$ cat config.mk
export PLATFORM = sky130hd
export DESIGN_NAME = drive_panel_power_sequencer
export DESIGN_NICKNAME = d
export VERILOG_FILES = /design/src/hw/panel_seq_pkg.sv /design/src/hw/drive_panel_power_sequencer.sv
export VERILOG_INCLUDE_DIRS = /design/src /design/src/hw
export SDC_FILE = /design/constraint.sdc
export NUM_CORES = 1
export LEC_CHECK = 0
export ABC_AREA = 1
export BUFFER_PORTS_ARGS = -buffer_cell sky130_fd_sc_hd__clkbuf_2
export CORE_MARGIN = 8
export CORE_UTILIZATION = 30
export CTS_BUF_LIST = sky130_fd_sc_hd__clkbuf_2 sky130_fd_sc_hd__clkbuf_4 sky130_fd_sc_hd__clkbuf_8
export CTS_CLUSTER_SIZE = 8
export DETAILED_ROUTE_END_ITERATION = 12
export SYNTH_ARGS = -nofsm -noshare
export SYNTH_HDL_FRONTEND = slang
export SYNTH_SLANG_ARGS = --single-unit
$ cat constraint.sdc
create_clock -name aclk -period 2.1 [get_ports aclk]
set_input_delay 0.105 -clock aclk [delete_from_list [all_inputs] [get_ports aclk]]
set_output_delay 0.105 -clock aclk [all_outputs]
set_load 0.005 [all_outputs]
$ cat src/hw/panel_seq_params.svh
// Constants for the drive panel power sequencer: offsets, fields, resets and timing.
`ifndef PANEL_SEQ_PARAMS_SVH
`define PANEL_SEQ_PARAMS_SVH

// ----------------------------------------------------------------------------
// Register offsets (byte addresses)
// ----------------------------------------------------------------------------
`define PSEQ_OFS_CTRL 8'h00
`define PSEQ_OFS_STATUS 8'h04
`define PSEQ_OFS_FAULT 8'h08

// ----------------------------------------------------------------------------
// Field positions
// ----------------------------------------------------------------------------
`define PSEQ_CTRL_COVER_FITTED 0
`define PSEQ_CTRL_FAULT_CLEAR 1
`define PSEQ_ST_STATE_LSB 0
`define PSEQ_ST_STATE_MSB 2
`define PSEQ_ST_FAULT 3
`define PSEQ_ST_WPROT 4
`define PSEQ_ST_START 5
`define PSEQ_ST_REMOTE 6
`define PSEQ_ST_READY 7
`define PSEQ_ST_COVER 8

// Panel switch bit positions within the switch vector.
`define PSEQ_SW_START 0
`define PSEQ_SW_FAULT 1
`define PSEQ_SW_WPROT 2
`define PSEQ_SW_MAINT 3

// ----------------------------------------------------------------------------
// Reset values and bus response codes
// ----------------------------------------------------------------------------
`define PSEQ_CTRL_RESET 32'h0000_0001
`define PSEQ_RESP_OKAY 2'h0
`define PSEQ_RESP_SLVERR 2'h2

// ----------------------------------------------------------------------------
// Timing
// ----------------------------------------------------------------------------
`define PSEQ_CLK_PERIOD_NS 4
`define PSEQ_DEBOUNCE_MS 10
`define PSEQ_BLINK_HALF_MS 250
`define PSEQ_COVER_LOCK_S 30
`define PSEQ_DEBOUNCE_CYC ((`PSEQ_DEBOUNCE_MS * 1000000 + `PSEQ_CLK_PERIOD_NS - 1) / `PSEQ_CLK_PERIOD_NS)
`define PSEQ_BLINK_CYC ((`PSEQ_BLINK_HALF_MS * 1000000) / `PSEQ_CLK_PERIOD_NS)
`define PSEQ_COVER_CYC ((`PSEQ_COVER_LOCK_S * 64'd1000000000 + `PSEQ_CLK_PERIOD_NS - 1) / `PSEQ_CLK_PERIOD_NS)

`endif

$ cat src/hw/panel_seq_pkg.sv
// Types shared by the drive panel power sequencer.
package panel_seq_pkg;

    typedef enum logic [2:0] {
        st_off,
        st_spin_up,
        st_load,
        st_ready,
        st_unload,
        st_spin_down
    } seq_state_t;

    // Raw panel switches, one bit each, high while pressed.
    typedef struct packed {
        logic maint_clear;
        logic write_protect;
        logic fault_clear;
        logic start;
    } panel_sw_t;

    // Feedback from the spindle and actuator.
    typedef struct packed {
        logic spindle_stopped;
        logic heads_unloaded;
        logic heads_loaded;
        logic spindle_at_speed_relay;
    } drive_sense_t;

    // Commands to the spindle, actuator, write drivers and cover.
    typedef struct packed {
        logic cover_lock;
        logic write_inhibit;
        logic head_load;
        logic spindle_motor_on;
    } drive_ctl_t;

    // Panel lamps.
    typedef struct packed {
        logic start_led;
        logic write_protect_led;
        logic fault_led;
        logic ready_led;
    } panel_led_t;

    // Sequence power pair, pick and hold.
    typedef struct packed {
        logic hold;
        logic pick;
    } seq_pair_t;

endpackage

$ cat src/hw/drive_panel_power_sequencer.sv
// Operator panel and power sequencing control for a removable-pack disk drive.
//
// Summary of operation
// - Ready lamp steady only when at speed, heads loaded and no fault.
// - Ready lamp blinks throughout power-on and power-off sequences.
// - Any fault condition sets a latched fault flag and lights the fault lamp.
// - A clear drops the fault flag only once the fault condition is gone.
// - Clear comes from panel switch, controller request, maintenance switch or a CTRL register write.
// - Write protect on lights its lamp and inhibits the write drivers.
// - Pressing write protect again removes the inhibit; the switch toggles.
// - Local mode: start switch on begins power-on with no controller signal.
// - Remote mode: power-on needs start on and controller power enable.
// - Spindle starts first; heads load only after spindle reaches speed.
// - Local mode: start switch off begins power-off and darkens its lamp.
// - Remote mode: start off or power enable dropped begins power-off.
// - Power-off unloads heads, stops spindle, darkens ready lamp.
// - Cover-lock variant keeps the cover locked about 30 s after power-up.
// - Daisy chain: participating drive forwards sequence pair once at speed.
`timescale 1ns/1ps
`include "panel_seq_params.svh"

module drive_panel_power_sequencer #(
    parameter int DEBOUNCE_CYC = `PSEQ_DEBOUNCE_CYC,
    parameter int BLINK_CYC = `PSEQ_BLINK_CYC,
    parameter longint COVER_CYC = `PSEQ_COVER_CYC,
    parameter int FAULT_W = 8
) (
    // Clock and reset
    input wire logic aclk,
    input wire logic aresetn,
    // AXI4-Lite write address and data
    input wire logic awvalid,
    output logic awready,
    input wire logic [7:0] awaddr,
    input wire logic [2:0] awprot,
    input wire logic wvalid,
    output logic wready,
    input wire logic [31:0] wdata,
    input wire logic [3:0] wstrb,
    // AXI4-Lite write response
    output logic bvalid,
    input wire logic bready,
    output logic [1:0] bresp,
    // AXI4-Lite read
    input wire logic arvalid,
    output logic arready,
    input wire logic [7:0] araddr,
    input wire logic [2:0] arprot,
    output logic rvalid,
    input wire logic rready,
    output logic [31:0] rdata,
    output logic [1:0] rresp,
    // Operator panel
    input wire panel_seq_pkg::panel_sw_t panel_sw,
    input wire logic remote_mode,
    output panel_seq_pkg::panel_led_t panel_led,
    // Controller
    input wire panel_seq_pkg::seq_pair_t seq_in,
    input wire logic fault_clear_req,
    output panel_seq_pkg::seq_pair_t seq_out,
    // Drive mechanics
    input wire panel_seq_pkg::drive_sense_t drive_sense,
    input wire logic [FAULT_W-1:0] fault_cond,
    output panel_seq_pkg::drive_ctl_t drive_ctl
);

    localparam int DB_W = $clog2(DEBOUNCE_CYC + 1);
    localparam int BL_W = $clog2(BLINK_CYC + 1);
    localparam int CV_W = $clog2(COVER_CYC + 1);

    // ------------------------------------------------------------------------
    // Panel switch conditioning
    // ------------------------------------------------------------------------
    wire logic [3:0] sw_raw = panel_sw;
    wire logic [3:0] sw_level;
    wire logic [3:0] sw_press;

    genvar g;
    generate
        for (g = 0; g < 4; g = g + 1) begin : gen_sw
            logic sync1;
            logic sync2;
            logic stable;
            logic stable_d;
            logic [DB_W-1:0] cnt;
            always_ff @(posedge aclk) begin
                if (!aresetn) begin
                    sync1 <= 1'b0;
                    sync2 <= 1'b0;
                    stable <= 1'b0;
                    stable_d <= 1'b0;
                    cnt <= '0;
                end else begin
                    sync1 <= sw_raw[g];
                    sync2 <= sync1;
                    stable_d <= stable;
                    if (sync2 == stable) begin
                        cnt <= '0;
                    end else if (cnt == DB_W'(DEBOUNCE_CYC - 1)) begin
                        stable <= sync2;
                        cnt <= '0;
                    end else begin
                        cnt <= cnt + 1'b1;
                    end
                end
            end
            assign sw_level[g] = stable;
            assign sw_press[g] = stable & ~stable_d;
        end
    endgenerate

    // ------------------------------------------------------------------------
    // Register bus slave
    // ------------------------------------------------------------------------
    logic [31:0] ctrl;
    logic soft_clear;
    logic aw_held;
    logic w_held;
    logic [7:0] aw_addr_q;
    logic [31:0] w_data_q;
    logic [3:0] w_strb_q;
    logic fault_flag;
    logic write_protect;
    logic start_on;
    logic cover_timer_run;
    panel_seq_pkg::seq_state_t state;

    wire logic aw_take = awvalid & awready;
    wire logic w_take = wvalid & wready;
    wire logic ar_take = arvalid & arready;
    wire logic do_write = aw_held & w_held & ~bvalid;
    wire logic wr_ctrl = do_write & (aw_addr_q[7:2] == 6'(`PSEQ_OFS_CTRL >> 2));
    wire logic wr_known = wr_ctrl | (aw_addr_q[7:2] == 6'(`PSEQ_OFS_STATUS >> 2))
                          | (aw_addr_q[7:2] == 6'(`PSEQ_OFS_FAULT >> 2));
    wire logic rd_ctrl = araddr[7:2] == 6'(`PSEQ_OFS_CTRL >> 2);
    wire logic rd_status = araddr[7:2] == 6'(`PSEQ_OFS_STATUS >> 2);
    wire logic rd_fault = araddr[7:2] == 6'(`PSEQ_OFS_FAULT >> 2);
    wire logic cover_fitted = ctrl[`PSEQ_CTRL_COVER_FITTED];

    wire logic [31:0] status_word = {23'h0, drive_ctl.cover_lock, panel_led.ready_led, remote_mode,
                                     start_on, write_protect, fault_flag, 3'(state)};
    wire logic [31:0] ctrl_word = {31'h0, cover_fitted};
    wire logic [31:0] fault_word = 32'(fault_cond);
    wire logic [31:0] rd_word = rd_ctrl ? ctrl_word : rd_status ? status_word : rd_fault ? fault_word : 32'h0;
    wire logic rd_known = rd_ctrl | rd_status | rd_fault;

    always_ff @(posedge aclk) begin
        if (!aresetn) begin
            awready <= 1'b0;
            wready <= 1'b0;
            aw_held <= 1'b0;
            w_held <= 1'b0;
            aw_addr_q <= 8'h0;
            w_data_q <= 32'h0;
            w_strb_q <= 4'h0;
        end else begin
            awready <= awvalid & ~awready & ~aw_held & ~bvalid;
            wready <= wvalid & ~wready & ~w_held & ~bvalid;
            if (aw_take) begin
                aw_held <= 1'b1;
                aw_addr_q <= awaddr;
            end else if (do_write) begin
                aw_held <= 1'b0;
            end
            if (w_take) begin
                w_held <= 1'b1;
                w_data_q <= wdata;
                w_strb_q <= wstrb;
            end else if (do_write) begin
                w_held <= 1'b0;
            end
        end
    end

    always_ff @(posedge aclk) begin
        if (!aresetn) begin
            bvalid <= 1'b0;
            bresp <= `PSEQ_RESP_OKAY;
            ctrl <= `PSEQ_CTRL_RESET;
            soft_clear <= 1'b0;
        end else begin
            soft_clear <= wr_ctrl & w_strb_q[0] & w_data_q[`PSEQ_CTRL_FAULT_CLEAR];
            if (wr_ctrl && w_strb_q[0]) begin
                ctrl <= {31'h0, w_data_q[`PSEQ_CTRL_COVER_FITTED]};
            end
            if (do_write) begin
                bvalid <= 1'b1;
                bresp <= wr_known ? `PSEQ_RESP_OKAY : `PSEQ_RESP_SLVERR;
            end else if (bready) begin
                bvalid <= 1'b0;
            end
        end
    end

    always_ff @(posedge aclk) begin
        if (!aresetn) begin
            arready <= 1'b0;
            rvalid <= 1'b0;
            rdata <= 32'h0;
            rresp <= `PSEQ_RESP_OKAY;
        end else begin
            arready <= arvalid & ~arready & ~rvalid;
            if (ar_take) begin
                rvalid <= 1'b1;
                rdata <= rd_word;
                rresp <= rd_known ? `PSEQ_RESP_OKAY : `PSEQ_RESP_SLVERR;
            end else if (rready) begin
                rvalid <= 1'b0;
            end
        end
    end

    // ------------------------------------------------------------------------
    // Start, write protect and fault latches
    // ------------------------------------------------------------------------
    wire logic any_fault = |fault_cond;
    wire logic clear_any = sw_press[`PSEQ_SW_FAULT] | fault_clear_req | sw_press[`PSEQ_SW_MAINT]
                           | soft_clear;

    always_ff @(posedge aclk) begin
        if (!aresetn) begin
            start_on <= 1'b0;
            write_protect <= 1'b0;
            fault_flag <= 1'b0;
        end else begin
            if (sw_press[`PSEQ_SW_START]) begin
                start_on <= ~start_on;
            end
            if (sw_press[`PSEQ_SW_WPROT]) begin
                write_protect <= ~write_protect;
            end
            // A live condition keeps the flag set even when a clear arrives.
            if (any_fault) begin
                fault_flag <= 1'b1;
            end else if (clear_any) begin
                fault_flag <= 1'b0;
            end
        end
    end

    // ------------------------------------------------------------------------
    // Power sequence
    // ------------------------------------------------------------------------
    wire logic seq_enable = seq_in.pick & seq_in.hold;
    wire logic power_req = start_on & (~remote_mode | seq_enable);
    panel_seq_pkg::seq_state_t next_state;

    always_comb begin
        next_state = state;
        case (state)
            panel_seq_pkg::st_off: begin
                if (power_req) begin
                    next_state = panel_seq_pkg::st_spin_up;
                end
            end
            panel_seq_pkg::st_spin_up: begin
                if (!power_req) begin
                    next_state = panel_seq_pkg::st_unload;
                end else if (drive_sense.spindle_at_speed_relay) begin
                    next_state = panel_seq_pkg::st_load;
                end
            end
            panel_seq_pkg::st_load: begin
                if (!power_req) begin
                    next_state = panel_seq_pkg::st_unload;
                end else if (drive_sense.heads_loaded) begin
                    next_state = panel_seq_pkg::st_ready;
                end
            end
            panel_seq_pkg::st_ready: begin
                if (!power_req) begin
                    next_state = panel_seq_pkg::st_unload;
                end
            end
            panel_seq_pkg::st_unload: begin
                if (drive_sense.heads_unloaded) begin
                    next_state = panel_seq_pkg::st_spin_down;
                end
            end
            panel_seq_pkg::st_spin_down: begin
                if (drive_sense.spindle_stopped) begin
                    next_state = panel_seq_pkg::st_off;
                end
            end
            default: begin
                next_state = panel_seq_pkg::st_off;
            end
        endcase
    end

    wire logic in_sequence = (state == panel_seq_pkg::st_spin_up) | (state == panel_seq_pkg::st_load)
                             | (state == panel_seq_pkg::st_unload) | (state == panel_seq_pkg::st_spin_down);
    wire logic next_motor = (next_state == panel_seq_pkg::st_spin_up) | (next_state == panel_seq_pkg::st_load)
                            | (next_state == panel_seq_pkg::st_ready) | (next_state == panel_seq_pkg::st_unload);
    wire logic next_head_load = (next_state == panel_seq_pkg::st_load) | (next_state == panel_seq_pkg::st_ready);

    always_ff @(posedge aclk) begin
        if (!aresetn) begin
            state <= panel_seq_pkg::st_off;
        end else begin
            state <= next_state;
        end
    end

    // ------------------------------------------------------------------------
    // Blink timer and cover lock timer
    // ------------------------------------------------------------------------
    logic [BL_W-1:0] blink_cnt;
    logic blink_phase;
    logic [CV_W-1:0] cover_cnt;

    always_ff @(posedge aclk) begin
        if (!aresetn) begin
            blink_cnt <= '0;
            blink_phase <= 1'b0;
            cover_cnt <= '0;
            cover_timer_run <= 1'b1;
        end else begin
            if (blink_cnt == BL_W'(BLINK_CYC - 1)) begin
                blink_cnt <= '0;
                blink_phase <= ~blink_phase;
            end else begin
                blink_cnt <= blink_cnt + 1'b1;
            end
            // Reset stands for main power being applied; the lock runs once after it.
            if (cover_cnt == CV_W'(COVER_CYC - 1)) begin
                cover_timer_run <= 1'b0;
            end else if (cover_timer_run) begin
                cover_cnt <= cover_cnt + 1'b1;
            end
        end
    end

    // ------------------------------------------------------------------------
    // Registered outputs
    // ------------------------------------------------------------------------
    wire logic steady_ready = (state == panel_seq_pkg::st_ready) & drive_sense.spindle_at_speed_relay
                              & drive_sense.heads_loaded & ~fault_flag & ~any_fault;
    wire logic participating = remote_mode & start_on;
    wire logic fwd_ok = ~participating | drive_sense.spindle_at_speed_relay;

    always_ff @(posedge aclk) begin
        if (!aresetn) begin
            panel_led <= '0;
            drive_ctl <= '0;
            seq_out <= '0;
        end else begin
            panel_led.ready_led <= steady_ready | (in_sequence & blink_phase);
            panel_led.fault_led <= fault_flag | any_fault;
            panel_led.write_protect_led <= write_protect ^ sw_press[`PSEQ_SW_WPROT];
            panel_led.start_led <= start_on ^ sw_press[`PSEQ_SW_START];
            drive_ctl.spindle_motor_on <= next_motor;
            drive_ctl.head_load <= next_head_load;
            drive_ctl.write_inhibit <= write_protect ^ sw_press[`PSEQ_SW_WPROT];
            drive_ctl.cover_lock <= cover_fitted & (cover_timer_run | (state != panel_seq_pkg::st_off));
            seq_out.pick <= seq_in.pick & fwd_ok;
            seq_out.hold <= seq_in.hold & fwd_ok;
        end
    end

endmodule

==> impl_metrics.toml, run 1 <==
[outcome]
outcome = "finished clean"

[power]
ir_worst_vdd_mv = 0.3830
p_leak_nw = 4.774
power.density_mw_per_mm2 = 651.4

[route]
wl_per_cell_um = 12.48
drtIter0Drc = 510
num_vias = 10310
wirelength_um = 28090
ant_nets = 0
drc_errors = 0
firstDrtPassIters = 6
routed_via_density = 4.582

[synth]
ys_seq_area_frac = 0.3893
yosys-top-cells-area = "dfxtp_1 (39%), nand2_1 (15%), nor2_1 (8.5%)"
netlist_area_mm2 = 0.01075
synthFlopType = "dfxtp_1"
yosysTopAreaCell = "dfxtp_1"
syn_area_per_cell_um2 = 6.586
synth-edff-count = 0
synth.top_cell.area_share = 0.3893
syn-instance-count = 1632
synth-seq-cells = 209
ys_warn_count = 0
synthArstFlopShare = 0
yosysUniqueCellTypes = 39

[sta]
slew_headroom = 0.6111
skew_ns = 0.02723
hold_viol = 0
final.period_utilization = 0.9060
holdWs_ns = 0.04997
fin_crit_ns = 1.903
setup_viol = 0
max_slew.worst_pin.slew_ns = 0.5827
finalSetupTns_ns = 0
maxSlewViolCount = 0
fmax_mhz = 525.6
rsz0062_at_grt = "no"

[clock_network]
worstSkewPairLatency_ns = 0.56
cts_tree = "done"
cts_num_sinks = 209
clk_pin_slew_ns = 0.06
cts-root-buf = "clkbuf_8"
htreeDepth = 2
cts_made_buffers = 39
cts_setup_buffers = 0
clock_path_buffers = 3

[global_routing]
grt_pass1_wl_um = 46390
antenna_found_initial = 1
grt_pass1_vias = 9690
grt_max_degree = 35
grt_usage = 0.1321
grt_overflow_total = 0

[worst_setup_path]
start_kind = "flop"
crit_type = "flop to flop"
critPathMaxFanout = 13
crit_required_ns = 2.53
cp.arrival_ns = 2.34
end_kind = "flop"

[worst_hold_path]
worstHoldPathType = "primary input to flop"

[die]
ioPinCount = 136
row_count = 69
core_area_mm2 = 0.03540
chipHeight_um = 205.3
dieArea_mm2 = 0.04214
start_util = 0.3036
die_w_um = 205.3

[finish]
drive_gt1_frac = 0.1079
filler_cell_count = 3843
area_delta_synth_final_pct = 18.20
nets = 1856

[placed_design]
globalplace.congestion = 0.8664
portBuffers = 67
post-dp-hpwl_um = 20910

[job]
drv_cap = 0
[stage by stage]
stage	setup WS (ns)	utilization	cells	area (um^2)	total power, W
floorplan	0.4716	-	1656	10840	0.004283
global placement	0.1178	0.3271	2150	11580	0.004360
detailed placement	0.2023	0.3271	2150	11580	0.004364
CTS	0.1886	0.3587	2250	12700	0.008442
global route	0.009805	0.3589	2251	12700	0.008648
finish	0.1975	0.3589	2251	12700	0.008276
[per-layer routing]
metal | vias to the layer above | track usage | part of all wire
li1 | 5413 | - | -
met1 | 4647 | 0.1670 | 0.46
met2 | 204 | 0.2202 | 0.46
met3 | 50 | 0.02566 | 0.047
met4 | 0 | 0.04978 | 0.025
met5 | - | 0 | 0
[synthesized netlist by cell type, types with 2 or more instances]
master,n
a21oi_1,109
a31oi_1,2
buf_1,3
buf_2,14
buf_4,30
clkbuf_1,10
dfxtp_1,209
ha_1,6
inv_1,211
nand2_1,427
nand2_2,2
nand3_1,97
nand3b_1,13
nand4_1,48
nand4_2,2
nor2_1,242
nor2_2,10
nor2_4,5
nor3_1,66
nor3_2,4
nor3b_1,3
nor4_1,6
o211ai_1,9
o21ai_0,36
o22ai_1,2
or2_0,4
or2_2,8
or3_1,2
xnor2_1,11
xor2_1,32
[critical path: stages, from the launching register on]
cell     delay, ns
dfxtp_1       0.35
ha_1          0.22
nand2_1       0.10
nor2_2        0.15
inv_1         0.10
nor3_1        0.33
nand2_1       0.17
nand2_1       0.11
buf_4         0.20
a21oi_1       0.06
[path summary, 6_finish.rpt]
| kind | end | cells past startpoint | slack [ns] | startpoint |
|---|---|---|---|---|
| setup / recovery | gen_sw[0].cnt[10] | 9 | 0.20 | gen_sw[0].cnt[0] |
| hold / removal | panel_led[0] | 8 | 0.05 | fault_cond[7] |
| setup reg to reg | gen_sw[0].cnt[10] | 9 | 0.20 | gen_sw[0].cnt[0] |
| hold reg to reg | gen_sw[2].sync2 | 2 | 0.42 | gen_sw[2].sync1 |
[kinds of logic (layout without fill, tap and decap cells)]
kind of cell             after synthesis  count (layout)  share of synthesized area
adder cells (fa/ha/maj)                6               6                   0.006985
XOR/XNOR                              43              43                    0.03504
AO/OA/AOI/OAI                        160             160                    0.07765
AND/OR/NAND/NOR                      942             942                     0.3822
flip-flops                           209             209                     0.3893
buffers and inverters                271             404                     0.1085
other                                  1              26                  0.0003489
[cells in the final DEF (no fill, tap or decap), types with 13 or more instances in the layout]
cell / n
dlygate4sd3_1: 35
nor2_1: 241
nand3b_1: 13
dfxtp_1: 209
conb_1: 25
nand3_1: 97
xor2_1: 32
clkbuf_2: 67
clkbuf_8: 44
o21ai_0: 36
inv_1: 210
a21oi_1: 109
nand4_1: 48
nand2_1: 427
nor3_1: 66
buf_4: 24
[sequential cells by signal (all words and copies together) (netlist names), 4 cells and up]
signal / cells
drive_ctl: 4
blink_cnt: 26
gen_sw.stable_d: 4
rdata: 9
aw_addr_q: 6
cover_cnt: 33
gen_sw.stable: 4
gen_sw.sync2: 4
gen_sw.cnt: 88
gen_sw.sync1: 4
[where the power goes]
group | internal [W] | switching [W] | leakage (nW)
combinational | 0.000126 | 0.000165 | 2.68
clock | 0.00221 | 0.00173 | 0.404
sequential | 0.00401 | 0.0000280 | 1.69
total | 0.00635 | 0.00193 | 4.77
[repair_timing]
action                                 4_1_cts  5_1_grt
gates resized for setup                      0        1
setup endpoints to repair                    0        7
hold buffers                                35        0
endpoints found under the hold margin       32        0
[layout make-up]
cell class | count | area [um^2] | share of cell area
inverters | 212 | 795.8 | 0.06264
multi-input cells | 1176 | 5490 | 0.4322
clock inverters | 11 | 87.58 | 0.006895
flip-flops and latches | 209 | 4184 | 0.3294
well taps | 461 | 576.8 | 0.04541
repair buffers | 127 | 885.9 | 0.06973
diodes | 1 | 2.502 | 0.0001970
clock buffers | 54 | 680.7 | 0.05358
(Power assumes the default switching activity.)
==> inputs of run 2 (changes only) <==
- clock period: 2.1 -> 2.4 ns (I/O delays scaled with it)
==> impl_metrics.toml, run 2 (same netlist as run 1, synthesis figures left out) <==
[outcome]
outcome = "finished clean"

[worst_setup_path]
cp_slowest_cell = "nor2_1"
cp-endpoint = "cover_cnt[31]"
critPathMaxFanout = 12
end_kind = "flop"
max_stage_delay_ns = 0.71
regToRegStartpoint = "cover_cnt[0]"
crit_chain = "ha_1 -> nand2_2 -> nor2_4 -> nand3_1 -> nor2_1 -> nor2_1 -> nand2_1 -> a21oi_1"
rr_worst_depth = 8
crit_type = "flop to flop"
r2r_slack_ns = 0.40
start_kind = "flop"
cp_common_cell = "nor2_1"
cp-startpoint = "cover_cnt[0]"
crit_required_ns = 2.86
r2r-end = "cover_cnt[31]"
cp.arrival_ns = 2.46

[sta]
skew_ns = 0.02488
fmax_mhz = 499.1
hold_viol = 0
finalSetupTns_ns = 0
slew_headroom = 0.3716
max_slew.worst_pin.slew_ns = 0.9391
holdWs_ns = 0.05365
final.period_utilization = 0.8348
setup_viol = 0
rsz0062_at_grt = "no"
maxSlewViolCount = 0
fin_crit_ns = 2.004

[power]
switchingPower_w = 0.001678
intPower_w = 0.005717
p_leak_nw = 4.741
ir_worst_vdd_mv = 0.4244
switching_share = 0.2269
pwr-share-seq = 0.478
power.density_mw_per_mm2 = 584.2
p_comb_frac = 0.034
p_clk_frac = 0.489

[placed_design]
place_inst = 2138
globalplace.congestion = 0.8832
post-dp-hpwl_um = 20540
place_area_mm2 = 0.01148
portBuffers = 67

[job]
drv_cap = 0

[global_routing]
grt_overflow_total = 0
grt_pass1_vias = 9669
grt_max_degree = 34
antenna_found_initial = 2
grt_usage = 0.1306
grt_pass1_wl_um = 46150

[clock_network]
clock_path_buffers = 3
cts_tree = "done"
cts-root-buf = "clkbuf_8"
cts_resized = 0
htreeDepth = 2
worstSkewPairLatency_ns = 0.53
clk_pin_slew_ns = 0.06
cts_setup_buffers = 0
cts_num_sinks = 209
cts_made_buffers = 39
holdBufCountCts = 34

[route]
wl_met2_um = 12680
wl_per_cell_um = 12.47
drc_errors = 0
highest_layer = "met4"
drtIter0Drc = 639
num_vias = 10310
firstDrtPassIters = 5
wl_met1_um = 13030
wirelength_um = 27950
met3WireLength_um = 1283
ant_nets = 0
routed_via_density = 4.598

[finish]
largestRegisters = "gen_sw.cnt: 88 flops, cover_cnt: 33 flops, blink_cnt: 26 flops"
area_delta_synth_final_pct = 17.75
instances_no_fill = 2242
nets = 1843
final_util = 0.3575
design_area_mm2 = 0.01266
drive_gt1_frac = 0.1029
final_cell_mix = "nand2_1 (427), nor2_1 (242), inv_1 (210), dfxtp_1 (209), a21oi_1 (109)"
largest_reg_flops = 88
final_common_cell = "nand2_1"
regMostFlops = "gen_sw.cnt"

[worst_hold_path]
worstHoldPathType = "primary input to flop"

[die]
chipHeight_um = 205.3
start_util = 0.3036
dieArea_mm2 = 0.04214
core_area_mm2 = 0.03540
die_w_um = 205.3
row_count = 69
ioPinCount = 136
run 2: changes by cell type in the layout (fill, tap and decap cells not counted), sizes merged:
cell,before,now
diode,1,2
dlygate4sd3,35,34
inv,211,212
clkinv,8,5
clkbuf,121,129
buf,25,13
bufinv,1,0
clkinvlp,3,1
run 2: worst min-delay path by stage:
stage	cells after the start	end	slack, ns	start
3_3_place_gp	3	gen_sw[1].sync1	0.31	panel_sw[1]
6_report	5	rdata[3]	0.05	fault_cond[3]
2_1_floorplan	2	gen_sw[0].sync1	0.22	panel_sw[0]
5_1_grt	5	rdata[3]	0.08	fault_cond[3]
3_5_place_dp	3	gen_sw[1].sync1	0.31	panel_sw[1]
4_1_cts	5	rdata[3]	0.02	fault_cond[3]
run 2: metrics by stage:
stage,power (W),setup WS (ns)
floorplan,0.003748,0.7716
global placement,0.003811,0.4308
detailed placement,0.003817,0.3951
CTS,0.007549,0.3761
global route,0.007737,0.1674
finish,0.007394,0.3964
run 2: layout make-up:
cell class              instances  area, um^2
diodes                          2       5.005
clock buffers                  62       797.0
clock inverters                 6       36.28
fillers                      3794       22740
inverters                     212       795.8
multi-input cells            1176        5488
flip-flops and latches        209        4184
well taps                     461       576.8
repair buffers                114       773.2
run 2: metal layers:
metal  up-vias  track usage
li1       5402            -
met4         0      0.05412
met5         -            0
met2       189       0.2178
met1      4646       0.1637
met3        71      0.02424
run 2: power groups by stage:
stage	Clock [W]	Sequential (W)	Combinational, W
finish	0.00361	0.00353	0.000248
global route	0.00392	0.00353	0.000279
CTS	0.00376	0.00353	0.000252
detailed placement	0	0.00361	0.000209
global placement	0	0.00361	0.000205
floorplan	0	0.00360	0.000145
run 2: worst max-delay path: cells and delay by family, from the launching register on:
| kind | cells | cell delay (ns) |
|---|---|---|
| adders and majority gates | 1 | 0.25 |
| and+or+nand+nor | 6 | 1.19 |
| AOI/OAI and AO/OA | 1 | 0.16 |
| DFF | 1 | 0.34 |
